<file path="config.mk">
export PLATFORM = sky130hd
export DESIGN_NAME = cspmc_core
export DESIGN_NICKNAME = d
export VERILOG_FILES = /design/src/core/cspmc_core.v
export VERILOG_INCLUDE_DIRS = /design/src /design/src/include
export SDC_FILE = /design/constraint.sdc
export NUM_CORES = 2
export LEC_CHECK = 0
export ABC_AREA = 1
export BUFFER_PORTS_ARGS = -buffer_cell sky130_fd_sc_hd__buf_4
export CAP_MARGIN = 15
export CORE_MARGIN = 3
export CORE_UTILIZATION = 57
export CTS_BUF_LIST = sky130_fd_sc_hd__clkbuf_16
export DETAILED_ROUTE_END_ITERATION = 6
export PLACE_DENSITY = 0.77
export SKIP_LAST_GASP = 1
export SYNTH_ARGS = -nofsm -noshare
export SYNTH_HDL_FRONTEND = slang
export SYNTH_SLANG_ARGS = --single-unit
</file>
<file path="constraint.sdc">
create_clock -name clk_in -period 104.9 [get_ports clk_in]
set_input_delay 10.49 -clock clk_in [delete_from_list [all_inputs] [get_ports clk_in]]
set_output_delay 10.49 -clock clk_in [all_outputs]
set_load 0.005 [all_outputs]
</file>
<file path="src/include/cspmc_regs.vh">
// constants for the cyclic setpoint mode control block
`ifndef CSPMC_REGS_VH
`define CSPMC_REGS_VH
`define CSPMC_MODE_IP        8'h07
`define CSPMC_MODE_CSP       8'h08
`define CSPMC_MODE_CSV       8'h09
`define CSPMC_CMD_ENABLE_BIT 4
`define CSPMC_CMD_STOP_BIT   8
`define CSPMC_ST_SYNC_BIT    8
`define CSPMC_ST_REACH_BIT   10
`define CSPMC_ST_LIMIT_BIT   11
`define CSPMC_ST_FOLLOW_BIT  12
`define CSPMC_ST_FERR_BIT    13
`define CSPMC_CMD_RESET      16'h0000
`define CSPMC_STATE_RESET    16'h0000
`define CSPMC_CLK_MHZ        200
`define CSPMC_BASE_MS        1
`define CSPMC_TICKS_PER_MS   (`CSPMC_CLK_MHZ * 1000 * `CSPMC_BASE_MS)
`define CSPMC_EXP_MS         8'hFD
`define CSPMC_SYNC_MISS      4
`endif

</file>
<file path="src/core/cspmc_core.v">
// mode and status logic for interpolated and cyclic synchronous setpoint modes
// Behaviour
// - mode value 7 selects interpolated position
// - start sync once network state operational
// - interpolation active only with command bit 4
// - stop bit halts; edges pick brake/ramp
// - status 10 reached or stopped at zero speed
// - status 11 when demand outside travel bounds
// - status 12 while interpolation active
// - linear path to single interpolation target
// - period setting is milliseconds between targets
// - target writes accepted only when buffer enabled
// - mode value 8 selects cyclic position
// - cyclic targets absolute, no start bit needed
// - status 8 shows fieldbus sync
// - status 12 shows setpoint in use
// - following error after band timeout, status 13
// - cycle = period times 1 ms base
// - commanded position confined to travel bounds
// - quick stop uses its deceleration and option
// - mode value 9 follows cyclic velocity
// - limit switch checking stays active
`timescale 1ns/1ps
`include "cspmc_regs.vh"
module cspmc_core (
  input  wire               clk_in,
  input  wire               sys_rst_in,
  input  wire               clk_en_in,
  input  wire        [7:0]  operating_mode_select_in,
  input  wire               cmd_write_in,
  input  wire        [15:0] cmd_data_in,
  input  wire               net_operational_in,
  input  wire               sync_pin_in,
  input  wire        [15:0] period_count_in,
  input  wire        [7:0]  period_exp_in,
  input  wire               buffer_enable_in,
  input  wire               target_write_in,
  input  wire signed [31:0] target_pos_in,
  input  wire signed [31:0] target_vel_in,
  input  wire signed [31:0] actual_pos_in,
  input  wire signed [31:0] actual_vel_in,
  input  wire signed [31:0] limit_min_in,
  input  wire signed [31:0] limit_max_in,
  input  wire        [31:0] ferr_window_in,
  input  wire        [15:0] ferr_timeout_ms_in,
  input  wire               limit_switch_in,
  input  wire               quick_stop_in,
  input  wire        [15:0] halt_option_in,
  input  wire        [15:0] qstop_option_in,
  input  wire        [31:0] qstop_decel_in,
  output reg         [15:0] drive_command_word_out,
  output reg         [15:0] drive_state_word_out,
  output reg  signed [31:0] demand_pos_out,
  output reg  signed [31:0] demand_vel_out,
  output reg                ip_mode_out,
  output reg                csp_mode_out,
  output reg                csv_mode_out,
  output reg                brake_out,
  output reg                ramp_start_out,
  output reg         [31:0] brake_decel_sel_out,
  output reg         [15:0] brake_action_out,
  output reg                ferr_fault_out,
  output reg                limit_stop_out
);
  localparam [31:0] TICKS_MS = `CSPMC_TICKS_PER_MS;
  localparam [2:0]  MISS_MAX = `CSPMC_SYNC_MISS;
  // three-stage sampler on the external sync pin
  reg               sync_s1_reg;
  reg               sync_s2_reg;
  reg               sync_s3_reg;
  reg               sync_lvl_reg;

  // timebase and sync lock
  reg        [31:0] ms_cnt_reg;
  reg        [15:0] cyc_ms_reg;
  reg        [2:0]  miss_reg;
  reg               synced_reg;

  // command tracking and following error timer
  reg        [15:0] cmd_last_reg;
  reg               stop_prev_reg;
  reg               stop_mem_reg;
  reg        [15:0] ferr_ms_reg;

  // interpolation path
  reg signed [31:0] ip_target_reg;
  reg signed [31:0] ip_start_reg;
  reg signed [31:0] ip_step_reg;
  // combinational results
  reg signed [31:0] raw_pos;
  reg signed [31:0] clip_pos;
  reg        [31:0] pos_err;
  reg        [15:0] state_next;
  reg        [31:0] decel_next;
  reg        [15:0] action_next;
  // mode decode
  wire is_ip  = operating_mode_select_in == `CSPMC_MODE_IP;
  wire is_csp = operating_mode_select_in == `CSPMC_MODE_CSP;
  wire is_csv = operating_mode_select_in == `CSPMC_MODE_CSV;
  wire cyclic = is_csp | is_csv;
  // command word as it stands this cycle, a write taking effect at once
  wire [15:0] cmd_now = cmd_write_in ? cmd_data_in : cmd_last_reg;
  wire stop_now = cmd_now[`CSPMC_CMD_STOP_BIT];
  wire halt_rise = stop_now & ~stop_prev_reg;
  wire ip_active = is_ip & cmd_now[`CSPMC_CMD_ENABLE_BIT] & ~stop_now;
  // sync edge seen only once second and third stage agree
  wire sync_edge = (sync_s2_reg == sync_s3_reg) & sync_s3_reg & ~sync_lvl_reg;
  // millisecond tick and cycle end
  wire ms_tick = ms_cnt_reg == TICKS_MS - 32'h0000_0001;
  // only the millisecond base is supported; other exponents never cycle
  wire exp_ok = period_exp_in == `CSPMC_EXP_MS;
  wire cyc_end = ms_tick & exp_ok & (cyc_ms_reg + 16'h0001 >= period_count_in);
  // the cyclic setpoint is used only while locked and not quick stopping
  wire follow = cyclic & synced_reg & ~quick_stop_in;
  // following error once the counted ms exceed the timeout
  wire ferr_hit = is_csp & (ferr_ms_reg > ferr_timeout_ms_in);

  // linear interpolation and bound clamp, combinational
  always @* begin
    raw_pos = actual_pos_in;
    if (is_ip)
      raw_pos = ip_active ? ip_start_reg + ip_step_reg : demand_pos_out;
    else if (is_csp)
      raw_pos = follow ? target_pos_in : demand_pos_out;
    clip_pos = raw_pos;
    if (raw_pos < limit_min_in)
      clip_pos = limit_min_in;
    else if (raw_pos > limit_max_in)
      clip_pos = limit_max_in;
  end

  // distance between actual and demand, for the following error band
  always @* begin
    pos_err = (actual_pos_in > demand_pos_out) ? actual_pos_in - demand_pos_out
                                               : demand_pos_out - actual_pos_in;
  end

  // brake selection: quick stop first, then a fresh halt edge,
  // otherwise the last choice is held so the drive keeps braking the same way
  always @* begin
    decel_next  = brake_decel_sel_out;
    action_next = brake_action_out;
    if (quick_stop_in) begin
      decel_next  = qstop_decel_in;
      action_next = qstop_option_in;
    end else if (halt_rise) begin
      decel_next  = 32'h0000_0000;
      action_next = halt_option_in;
    end
  end

  // three-flop sampler on the sync pin; the level moves once two stages agree
  always @(posedge clk_in or posedge sys_rst_in) begin
    if (sys_rst_in) begin
      sync_s1_reg  <= 1'b0;
      sync_s2_reg  <= 1'b0;
      sync_s3_reg  <= 1'b0;
      sync_lvl_reg <= 1'b0;
    end else if (clk_en_in) begin
      sync_s1_reg <= sync_pin_in;
      sync_s2_reg <= sync_s1_reg;
      sync_s3_reg <= sync_s2_reg;
      if (sync_s2_reg == sync_s3_reg)
        sync_lvl_reg <= sync_s3_reg;
    end
  end

  // free-running millisecond divider of the core clock
  // a full ms is 200000 clocks, so cycle-end events need long runs to reach
  always @(posedge clk_in or posedge sys_rst_in) begin
    if (sys_rst_in) begin
      ms_cnt_reg <= 32'h0000_0000;
    end else if (clk_en_in) begin
      ms_cnt_reg <= ms_tick ? 32'h0000_0000 : ms_cnt_reg + 32'h0000_0001;
    end
  end

  // whole ms counted inside the current setpoint cycle
  always @(posedge clk_in or posedge sys_rst_in) begin
    if (sys_rst_in) begin
      cyc_ms_reg <= 16'h0000;
    end else if (clk_en_in) begin
      if (cyc_end)
        cyc_ms_reg <= 16'h0000;
      else if (ms_tick)
        cyc_ms_reg <= cyc_ms_reg + 16'h0001;
    end
  end

  // lock on sync once operational; drop after missed cycles
  // loss is only judged at cycle ends, so it is reported late
  // any sync edge clears the miss count
  always @(posedge clk_in or posedge sys_rst_in) begin
    if (sys_rst_in) begin
      miss_reg   <= 3'h0;
      synced_reg <= 1'b0;
    end else if (clk_en_in) begin
      if (!net_operational_in) begin
        synced_reg <= 1'b0;
        miss_reg   <= 3'h0;
      end else if (sync_edge) begin
        synced_reg <= 1'b1;
        miss_reg   <= 3'h0;
      end else if (cyc_end) begin
        if (miss_reg == MISS_MAX)
          synced_reg <= 1'b0;
        else
          miss_reg <= miss_reg + 3'h1;
      end
    end
  end

  // command word capture; a write takes effect in the cycle it is seen
  always @(posedge clk_in or posedge sys_rst_in) begin
    if (sys_rst_in) begin
      cmd_last_reg           <= `CSPMC_CMD_RESET;
      drive_command_word_out <= `CSPMC_CMD_RESET;
      stop_prev_reg          <= 1'b0;
      stop_mem_reg           <= 1'b0;
    end else if (clk_en_in) begin
      cmd_last_reg           <= cmd_now;
      drive_command_word_out <= cmd_now;
      // stop edges compare against the previous cycle's word
      stop_prev_reg          <= stop_now;
      // reached bit looks at the stop bit of the last write only
      if (cmd_write_in)
        stop_mem_reg <= stop_now;
    end
  end

  // mode flags follow the selector one cycle later
  always @(posedge clk_in or posedge sys_rst_in) begin
    if (sys_rst_in) begin
      ip_mode_out  <= 1'b0;
      csp_mode_out <= 1'b0;
      csv_mode_out <= 1'b0;
    end else if (clk_en_in) begin
      ip_mode_out  <= is_ip;
      csp_mode_out <= is_csp;
      csv_mode_out <= is_csv;
    end
  end

  // halt edges: rising brakes, falling restarts ramp
  // quick stop takes precedence so its deceleration is never masked
  always @(posedge clk_in or posedge sys_rst_in) begin
    if (sys_rst_in) begin
      brake_out           <= 1'b0;
      ramp_start_out      <= 1'b0;
      brake_decel_sel_out <= 32'h0000_0000;
      brake_action_out    <= 16'h0000;
      limit_stop_out      <= 1'b0;
    end else if (clk_en_in) begin
      ramp_start_out      <= stop_prev_reg & ~stop_now;
      brake_out           <= stop_now | quick_stop_in | limit_switch_in;
      brake_decel_sel_out <= decel_next;
      brake_action_out    <= action_next;
      limit_stop_out      <= limit_switch_in;
    end
  end

  // target entry locked unless buffer enabled
  always @(posedge clk_in or posedge sys_rst_in) begin
    if (sys_rst_in) begin
      ip_target_reg <= 32'h0000_0000;
      ip_start_reg  <= 32'h0000_0000;
      ip_step_reg   <= 32'h0000_0000;
    end else if (clk_en_in) begin
      // a new target restarts the path from where the demand stands now
      if (target_write_in & buffer_enable_in & is_ip) begin
        ip_target_reg <= target_pos_in;
        ip_start_reg  <= demand_pos_out;
        ip_step_reg   <= 32'h0000_0000;
      end else if (ip_active & ms_tick & exp_ok & (period_count_in != 16'h0000)) begin
        // per-ms step of a linear path; truncating division leaves a small
        // shortfall that the jump to the target at cycle end absorbs
        ip_step_reg <= ip_step_reg + (ip_target_reg - ip_start_reg)
                       / $signed({16'h0000, period_count_in});
        if (cyc_end) begin
          ip_start_reg <= ip_target_reg;
          ip_step_reg  <= 32'h0000_0000;
        end
      end
    end
  end

  // demand outputs; velocity zero unless the cyclic setpoint is in use in velocity mode
  // the clamp keeps the commanded position inside the travel bounds
  always @(posedge clk_in or posedge sys_rst_in) begin
    if (sys_rst_in) begin
      demand_pos_out <= 32'h0000_0000;
      demand_vel_out <= 32'h0000_0000;
    end else if (clk_en_in) begin
      demand_pos_out <= clip_pos;
      demand_vel_out <= (is_csv & follow) ? target_vel_in : 32'h0000_0000;
    end
  end

  // following error timer counts whole ms outside the band
  // saturates so a long excursion cannot wrap back to no error
  always @(posedge clk_in or posedge sys_rst_in) begin
    if (sys_rst_in) begin
      ferr_ms_reg    <= 16'h0000;
      ferr_fault_out <= 1'b0;
    end else if (clk_en_in) begin
      if (!(is_csp & synced_reg) || pos_err <= ferr_window_in)
        ferr_ms_reg <= 16'h0000;
      else if (ms_tick && ferr_ms_reg != 16'hFFFF)
        ferr_ms_reg <= ferr_ms_reg + 16'h0001;
      ferr_fault_out <= ferr_hit;
    end
  end

  // next state word; bits unused by the current mode read as zero
  // reached uses the stop bit of the last write, not the live one
  always @* begin
    state_next = `CSPMC_STATE_RESET;
    state_next[`CSPMC_ST_SYNC_BIT] = cyclic & synced_reg;
    state_next[`CSPMC_ST_LIMIT_BIT] =
      (raw_pos < limit_min_in) | (raw_pos > limit_max_in);
    if (is_ip) begin
      if (stop_mem_reg)
        state_next[`CSPMC_ST_REACH_BIT] = actual_vel_in == 32'h0000_0000;
      else
        state_next[`CSPMC_ST_REACH_BIT] = actual_pos_in == ip_target_reg;
      state_next[`CSPMC_ST_FOLLOW_BIT] = ip_active;
    end else begin
      state_next[`CSPMC_ST_FOLLOW_BIT] = follow;
    end
    state_next[`CSPMC_ST_FERR_BIT] = ferr_hit;
  end

  // status register; holds while the clock enable is low
  always @(posedge clk_in or posedge sys_rst_in) begin
    if (sys_rst_in)
      drive_state_word_out <= `CSPMC_STATE_RESET;
    else if (clk_en_in)
      drive_state_word_out <= state_next;
  end
endmodule

</file>
After elaboration in Yosys (flattened, before gate mapping)

Cells that the tools add are included.

Memories kept: 0
Logic and storage cells: 137
Bits in writable memories: 0
Bits in latches: 0
Output and inout port bits: 151
Bits in read-only memories: 0
Flip-flop bits (word level): 310

Mux-type cells: 35
Reductions and logical operators: 20
Order comparisons: 6
Bitwise operators: 26
$add $sub $neg: 9
Equality and inequality tests: 12
Multiply operators: 0
Divide/modulo/power cells: 1
Shift-type cells: 0

Operator list:

| kind                                                                     | number |
|---|---|
| 32-bit two-way mux                                                       | 17 |
| 16-bit two-way mux                                                       | 6 |
| 32-bit subtractor                                                        | 3 |
| 32-bit adder                                                             | 2 |
| 32-bit > comparator                                                      | 2 |
| 16-bit by 1-bit adder with 16-bit output (second input constant)         | 2 |
| 32-bit by 1-bit adder with 32-bit output (second input constant)         | 1 |
| 32-bit by 17-bit divider with 32-bit output                              | 1 |
| 32-bit by 18-bit equality test with 1-bit output (second input constant) | 1 |
| 32-bit equality test                                                     | 1 |
| 32-bit less-or-equal comparator                                          | 1 |
| 32-bit zero test                                                         | 1 |
| 32-bit < comparator                                                      | 1 |
| 1-bit bitwise AND                                                        | 18 |
| 8-bit by 4-bit equality test with 1-bit output (second input constant)   | 2 |
| 16-bit >= comparator                                                     | 1 |
| 16-bit > comparator                                                      | 1 |
| 16-bit != test (second input constant)                                   | 1 |
| 16-bit nonzero test                                                      | 1 |
| 2-bit AND reduction                                                      | 7 |
| 3-bit two-way mux                                                        | 4 |
| 2-bit nonzero test                                                       | 5 |
| 9-bit two-way mux                                                        | 1 |
| 3-bit AND reduction                                                      | 3 |
| other kinds (13)                                                         | 26 |

Longest topological paths before layout

Depth after elaboration: 10
Depth in mapped cells: 703
Gate-level depth less buffers: 654

Worst setup path after synthesis

Ideal clock, no wire load.

Path kind: input port to flip-flop
From: in period_count_in[13]
To: reg ip_step_reg[31]
Setup time: 0.065 ns
Slack: 4.706 ns
Buffers on the path: 48
Arrival: 100.129 ns
Stages on the path: 673
Cells stage by stage: inv_1 > nand2_1 > nor2_1 > nand3_1 > nor2_2 > nand2_1 > nor2_2 > inv_2 > nor3_2 > nand2_2 > nor2_4 > o211ai_1 > a22oi_1 > ha_1 > o21ai_0 > nand2_1 > and3_1 > buf_4 > (+637 left out) > nand2_1 > nand3_1 > nand2_1 > a21oi_1 > inv_1 > a21oi_1 > nor2_1 > nor2_1 > nor2_1 > inv_1 > nor2_1 > inv_1 > o21ai_0 > xor2_1 > inv_1 > nand3_1 > nand3_1 > nand2_1

Longest elaborated chain between the ends: 5

RTL lines:

| item                                                                                       | RTL line                           | RTL |
|---|---|---|
| from (decl)                                                                                | cspmc_core.v:34                    | `input wire [15:0] period_count_in,` |
| 32-bit by 17-bit divider with 32-bit output / 16-bit >= comparator (equally long branches) | cspmc_core.v:278, cspmc_core.v:112 |  |
| 32-bit adder / 1-bit bitwise AND (equally long branches)                                   | cspmc_core.v:277, cspmc_core.v:112 |  |
| 32-bit two-way mux                                                                         | cspmc_core.v:279                   | `if (cyc_end) begin` |
| 32-bit two-way mux                                                                         | cspmc_core.v:274                   | `end else if (ip_active & ms_tick & exp_ok & (period_count_in != 16'h0000)) begin` |
| 32-bit two-way mux                                                                         | cspmc_core.v:270                   | `if (target_write_in & buffer_enable_in & is_ip) begin` |
| to (signal assigned)                                                                       | cspmc_core.v:277                   | `ip_step_reg <= ip_step_reg + (ip_target_reg - ip_start_reg)` |
| to (decl)                                                                                  | cspmc_core.v:88                    | `reg signed [31:0] ip_step_reg;` |

Parallel ways exist; a longest one is shown, timed or not. The select of a mux whose other input is x is not followed.
A chain may end at the register's enable or synchronous reset.

Final worst setup path

Same ends and word-level chain as after synthesis.

==> out/results.tsv <==
stage	metric	value	unit
timing	final-setup-viol-count	0	
setup_path	crit_path_max_incr_delay	0.40	ns
clock_tree	tritoncts	done	
setup_path	slowest_stage	o21ai_0	
routing	firstDrtPassIters	6	
yosys	synth.area.top_cells	ha_1, dfrtp_1, nand2_1	
clock_tree	cts_buffers	37	
yosys	syn-instance-count	7950	
clock_tree	holdBufCountCts	0	
routing	drtAntennaViolNets	0	
routing	drt-initial-drc-count	4796	
yosys	ys_seq_area_frac	0.152	
timing	fin_crit_sh	0.919	
yosys	synth_ff_type	dfrtp_1	
global_routing	antenna_found_initial	16	
run_status	outcome	complete, no violations	
yosys	postSynthAreaPerCell	6.38	µm²
setup_path	path_class	input pin to flip-flop	
timing	max_freq	0.0104	GHz
finish	fin_nets	9505	
hold_path	holdCritPathClass	flip-flop to flip-flop	
floorplan	rows	108	
setup_path	cp.required	105.37	ns
routing	vias	55500	
placed_design	dp.cells	9482	
hold_path	worstHoldStart	ms_cnt_reg[31]$_DFFE_PP0P_	
finish	areaGrowthSynthToFinish	14.5	%
global_routing	grt_max_degree	136	
timing	drv_slew	0	
timing	hold_viol	0	
yosys	synth_cell_types	80	
floorplan	die-area	0.0927	mm²
yosys	ys_async_sr_fraction	1.00	
finish	multi_input_area	0.0379	mm²
timing	worst_pin_slew	1.25	ns
setup_path	ff2ff_setup_slack	16.47	ns
floorplan	pin_count	513	
placed_design	place_hpwl	151000	µm
yosys	synth_most_common_cell	nand2_1	
clock_tree	clk_pin_slew	0.06	ns
floorplan	die_w	304	µm
yosys	synth_edf_count	0	
setup_path	crit_path_start	period_count_in[13]	
setup_path	end_kind	flip-flop	
floorplan	start_util	0.580	
placed_design	place_congestion	1.07	
timing	relSlewSlack	0.161	
routing	viasPerCell	5.75	
setup_path	rr_worst_depth	639	
timing	layout_min_cycle_time	96.45	ns
global_routing	grt_pass1_wl	282000	µm
finish	ff_latch_area	0.00771	mm²
global_routing	grt_usage	0.376	
floorplan	die_y	304	µm
yosys	synth_top_area_frac	0.169	
clock_tree	clock_latency	0.60	ns
routing	wire_per_inst	19.2	µm
yosys	syn-cell-area	0.0508	mm²
routing	wirelength	185000	µm
yosys	ys_top_cells_by_count	nand2_1, inv_1, o21ai_0	
yosys	synth_warnings	0	
clock_tree	ctsRootBufferMaster	clkbuf_16	
timing	final.setup_skew	0.0354	ns
clock_tree	clockBufferDepth	3	
yosys	synth_top_area_cell	ha_1	
placed_design	numPortBuffers	501	
setup_path	cpMostUsedCell	nand2_1	
setup_path	arrival	96.92	ns
global_routing	grt-ovfl-total	0	
finish	layout-drive-gt1-share	0.136	
setup_path	crit_fanout	35	
setup_path	reg2reg_from	ip_target_reg[0]$_DFFE_PP0P_	
finish	fill_cells	8098	
hold_path	worstHoldEndpoint	ms_cnt_reg[31]$_DFFE_PP0P_	
global_routing	grt_pass1_vias	51500	
yosys	synth-seq-cells	308	
hold_path	hold_path_depth	1	
routing	drc	0	
setup_path	r2r_end	ip_step_reg[31]$_DFFE_PP0P_	
flow_run	cap_violations	0	
finish	final_cell_count_no_fill	9645	
clock_tree	cts_max_level	2	
floorplan	core	0.0876	mm²
clock_tree	cts.sinks	308	
setup_path	critPathLaunchType	input pin	
-- cell usage in the layout (no fill, tap or decap), types with 46 or more instances in the layout --
| master | count |
|---|---|
| a21oi_2 | 67 |
| a21oi_1 | 533 |
| nor3_1 | 75 |
| buf_4 | 635 |
| dfrtp_1 | 308 |
| or2_2 | 57 |
| nand2_2 | 48 |
| o21ai_0 | 676 |
| o211ai_1 | 46 |
| nand3_2 | 50 |
| nand4_1 | 127 |
| xor2_1 | 307 |
| nand3_1 | 395 |
| inv_1 | 1186 |
| nor2_1 | 485 |
| ha_1 | 684 |
| o21ai_1 | 58 |
| xnor2_1 | 185 |
| nand2_1 | 1811 |
| a21o_1 | 54 |
| inv_2 | 64 |
-- stage by stage --
stage / setup TNS [ns] / setup WS (ns) / util / hold WS (ns) / cell area (µm²)
finish: 0 / 8.45 / 0.664 / 0.487 / 58100
global route: -2.75 / -0.798 / 0.664 / 0.494 / 58100
CTS: 0 / 0.138 / 0.649 / 0.487 / 56800
detailed placement: -51.40 / -3.22 / 0.634 / 0.467 / 55500
global placement: 0 / 1.14 / 0.634 / 0.465 / 55500
floorplan: 0 / 4.71 / - / 0.447 / 50800
-- timing repair --
action / 4_1_cts / 5_1_grt
resized for setup: 12 / 171
cloned: 2 / 8
setup buffers: 0 / 76
pin swaps: 0 / 24
endpoints found under the setup margin: 29 / 32
-- logic make-up (layout without fill, tap and decap cells) --
| group | count (synthesis) | count (layout) | share of synthesized area |
|---|---|---|---|
| AND/OR/NAND/NOR | 3236 | 3240 | 0.283 |
| AO/OA/AOI/OAI | 1707 | 1707 | 0.187 |
| buffers and inverters | 1480 | 1998 | 0.114 |
| adder cells (fa/ha/maj) | 689 | 689 | 0.171 |
| XOR/XNOR | 493 | 493 | 0.0851 |
| flip-flops | 308 | 308 | 0.152 |
| multiplexers | 36 | 36 | 0.00747 |
| other | 1 | 19 | 0.0000739 |
-- worst max-delay path: cells and delay by family --
kind / cells / cell delay, ns
AND/OR/NAND/NOR: 206 / 21.59
buffers and inverters: 140 / 12.89
adder cells (fa/ha/maj): 33 / 10.11
AO/OA/AOI/OAI: 255 / 41.54
XOR/XNOR: 1 / 0.16
-- worst max path at each step --
stage                             endpoint  cells after the start
2_1_floorplan  ip_step_reg[31]$_DFFE_PP0P_                    673
3_3_place_gp   ip_step_reg[30]$_DFFE_PP0P_                    627
3_5_place_dp   ip_step_reg[31]$_DFFE_PP0P_                    629
4_1_cts        ip_step_reg[30]$_DFFE_PP0P_                    634
5_1_grt        ip_step_reg[30]$_DFFE_PP0P_                    643
6_report       ip_step_reg[31]$_DFFE_PP0P_                    635
-- area by class of cell --
| type | instances | area share |
|---|---|---|
| antenna | 8 | 0.000344 |
| clock buffer | 37 | 0.0159 |
| clock inverter | 30 | 0.00532 |
| inverter | 1281 | 0.0841 |
| multi-input combinational | 6176 | 0.652 |
| sequential | 308 | 0.133 |
| tap | 1155 | 0.0249 |
| timing repair buffer | 645 | 0.0846 |
| timing repair inverter | 5 | 0.000431 |
-- per-layer routing --
layer  part of all wire  global-route usage  up-vias
met5            0.00062                   0        -
met3              0.071              0.0530      492
li1                   -                   -    27300
met1               0.42               0.480    25600
met2               0.46               0.629     2126
met4              0.052               0.170       16
Power is not shown: default switching activity piles up to over one toggle a cycle in this logic, so the estimate is an artifact.
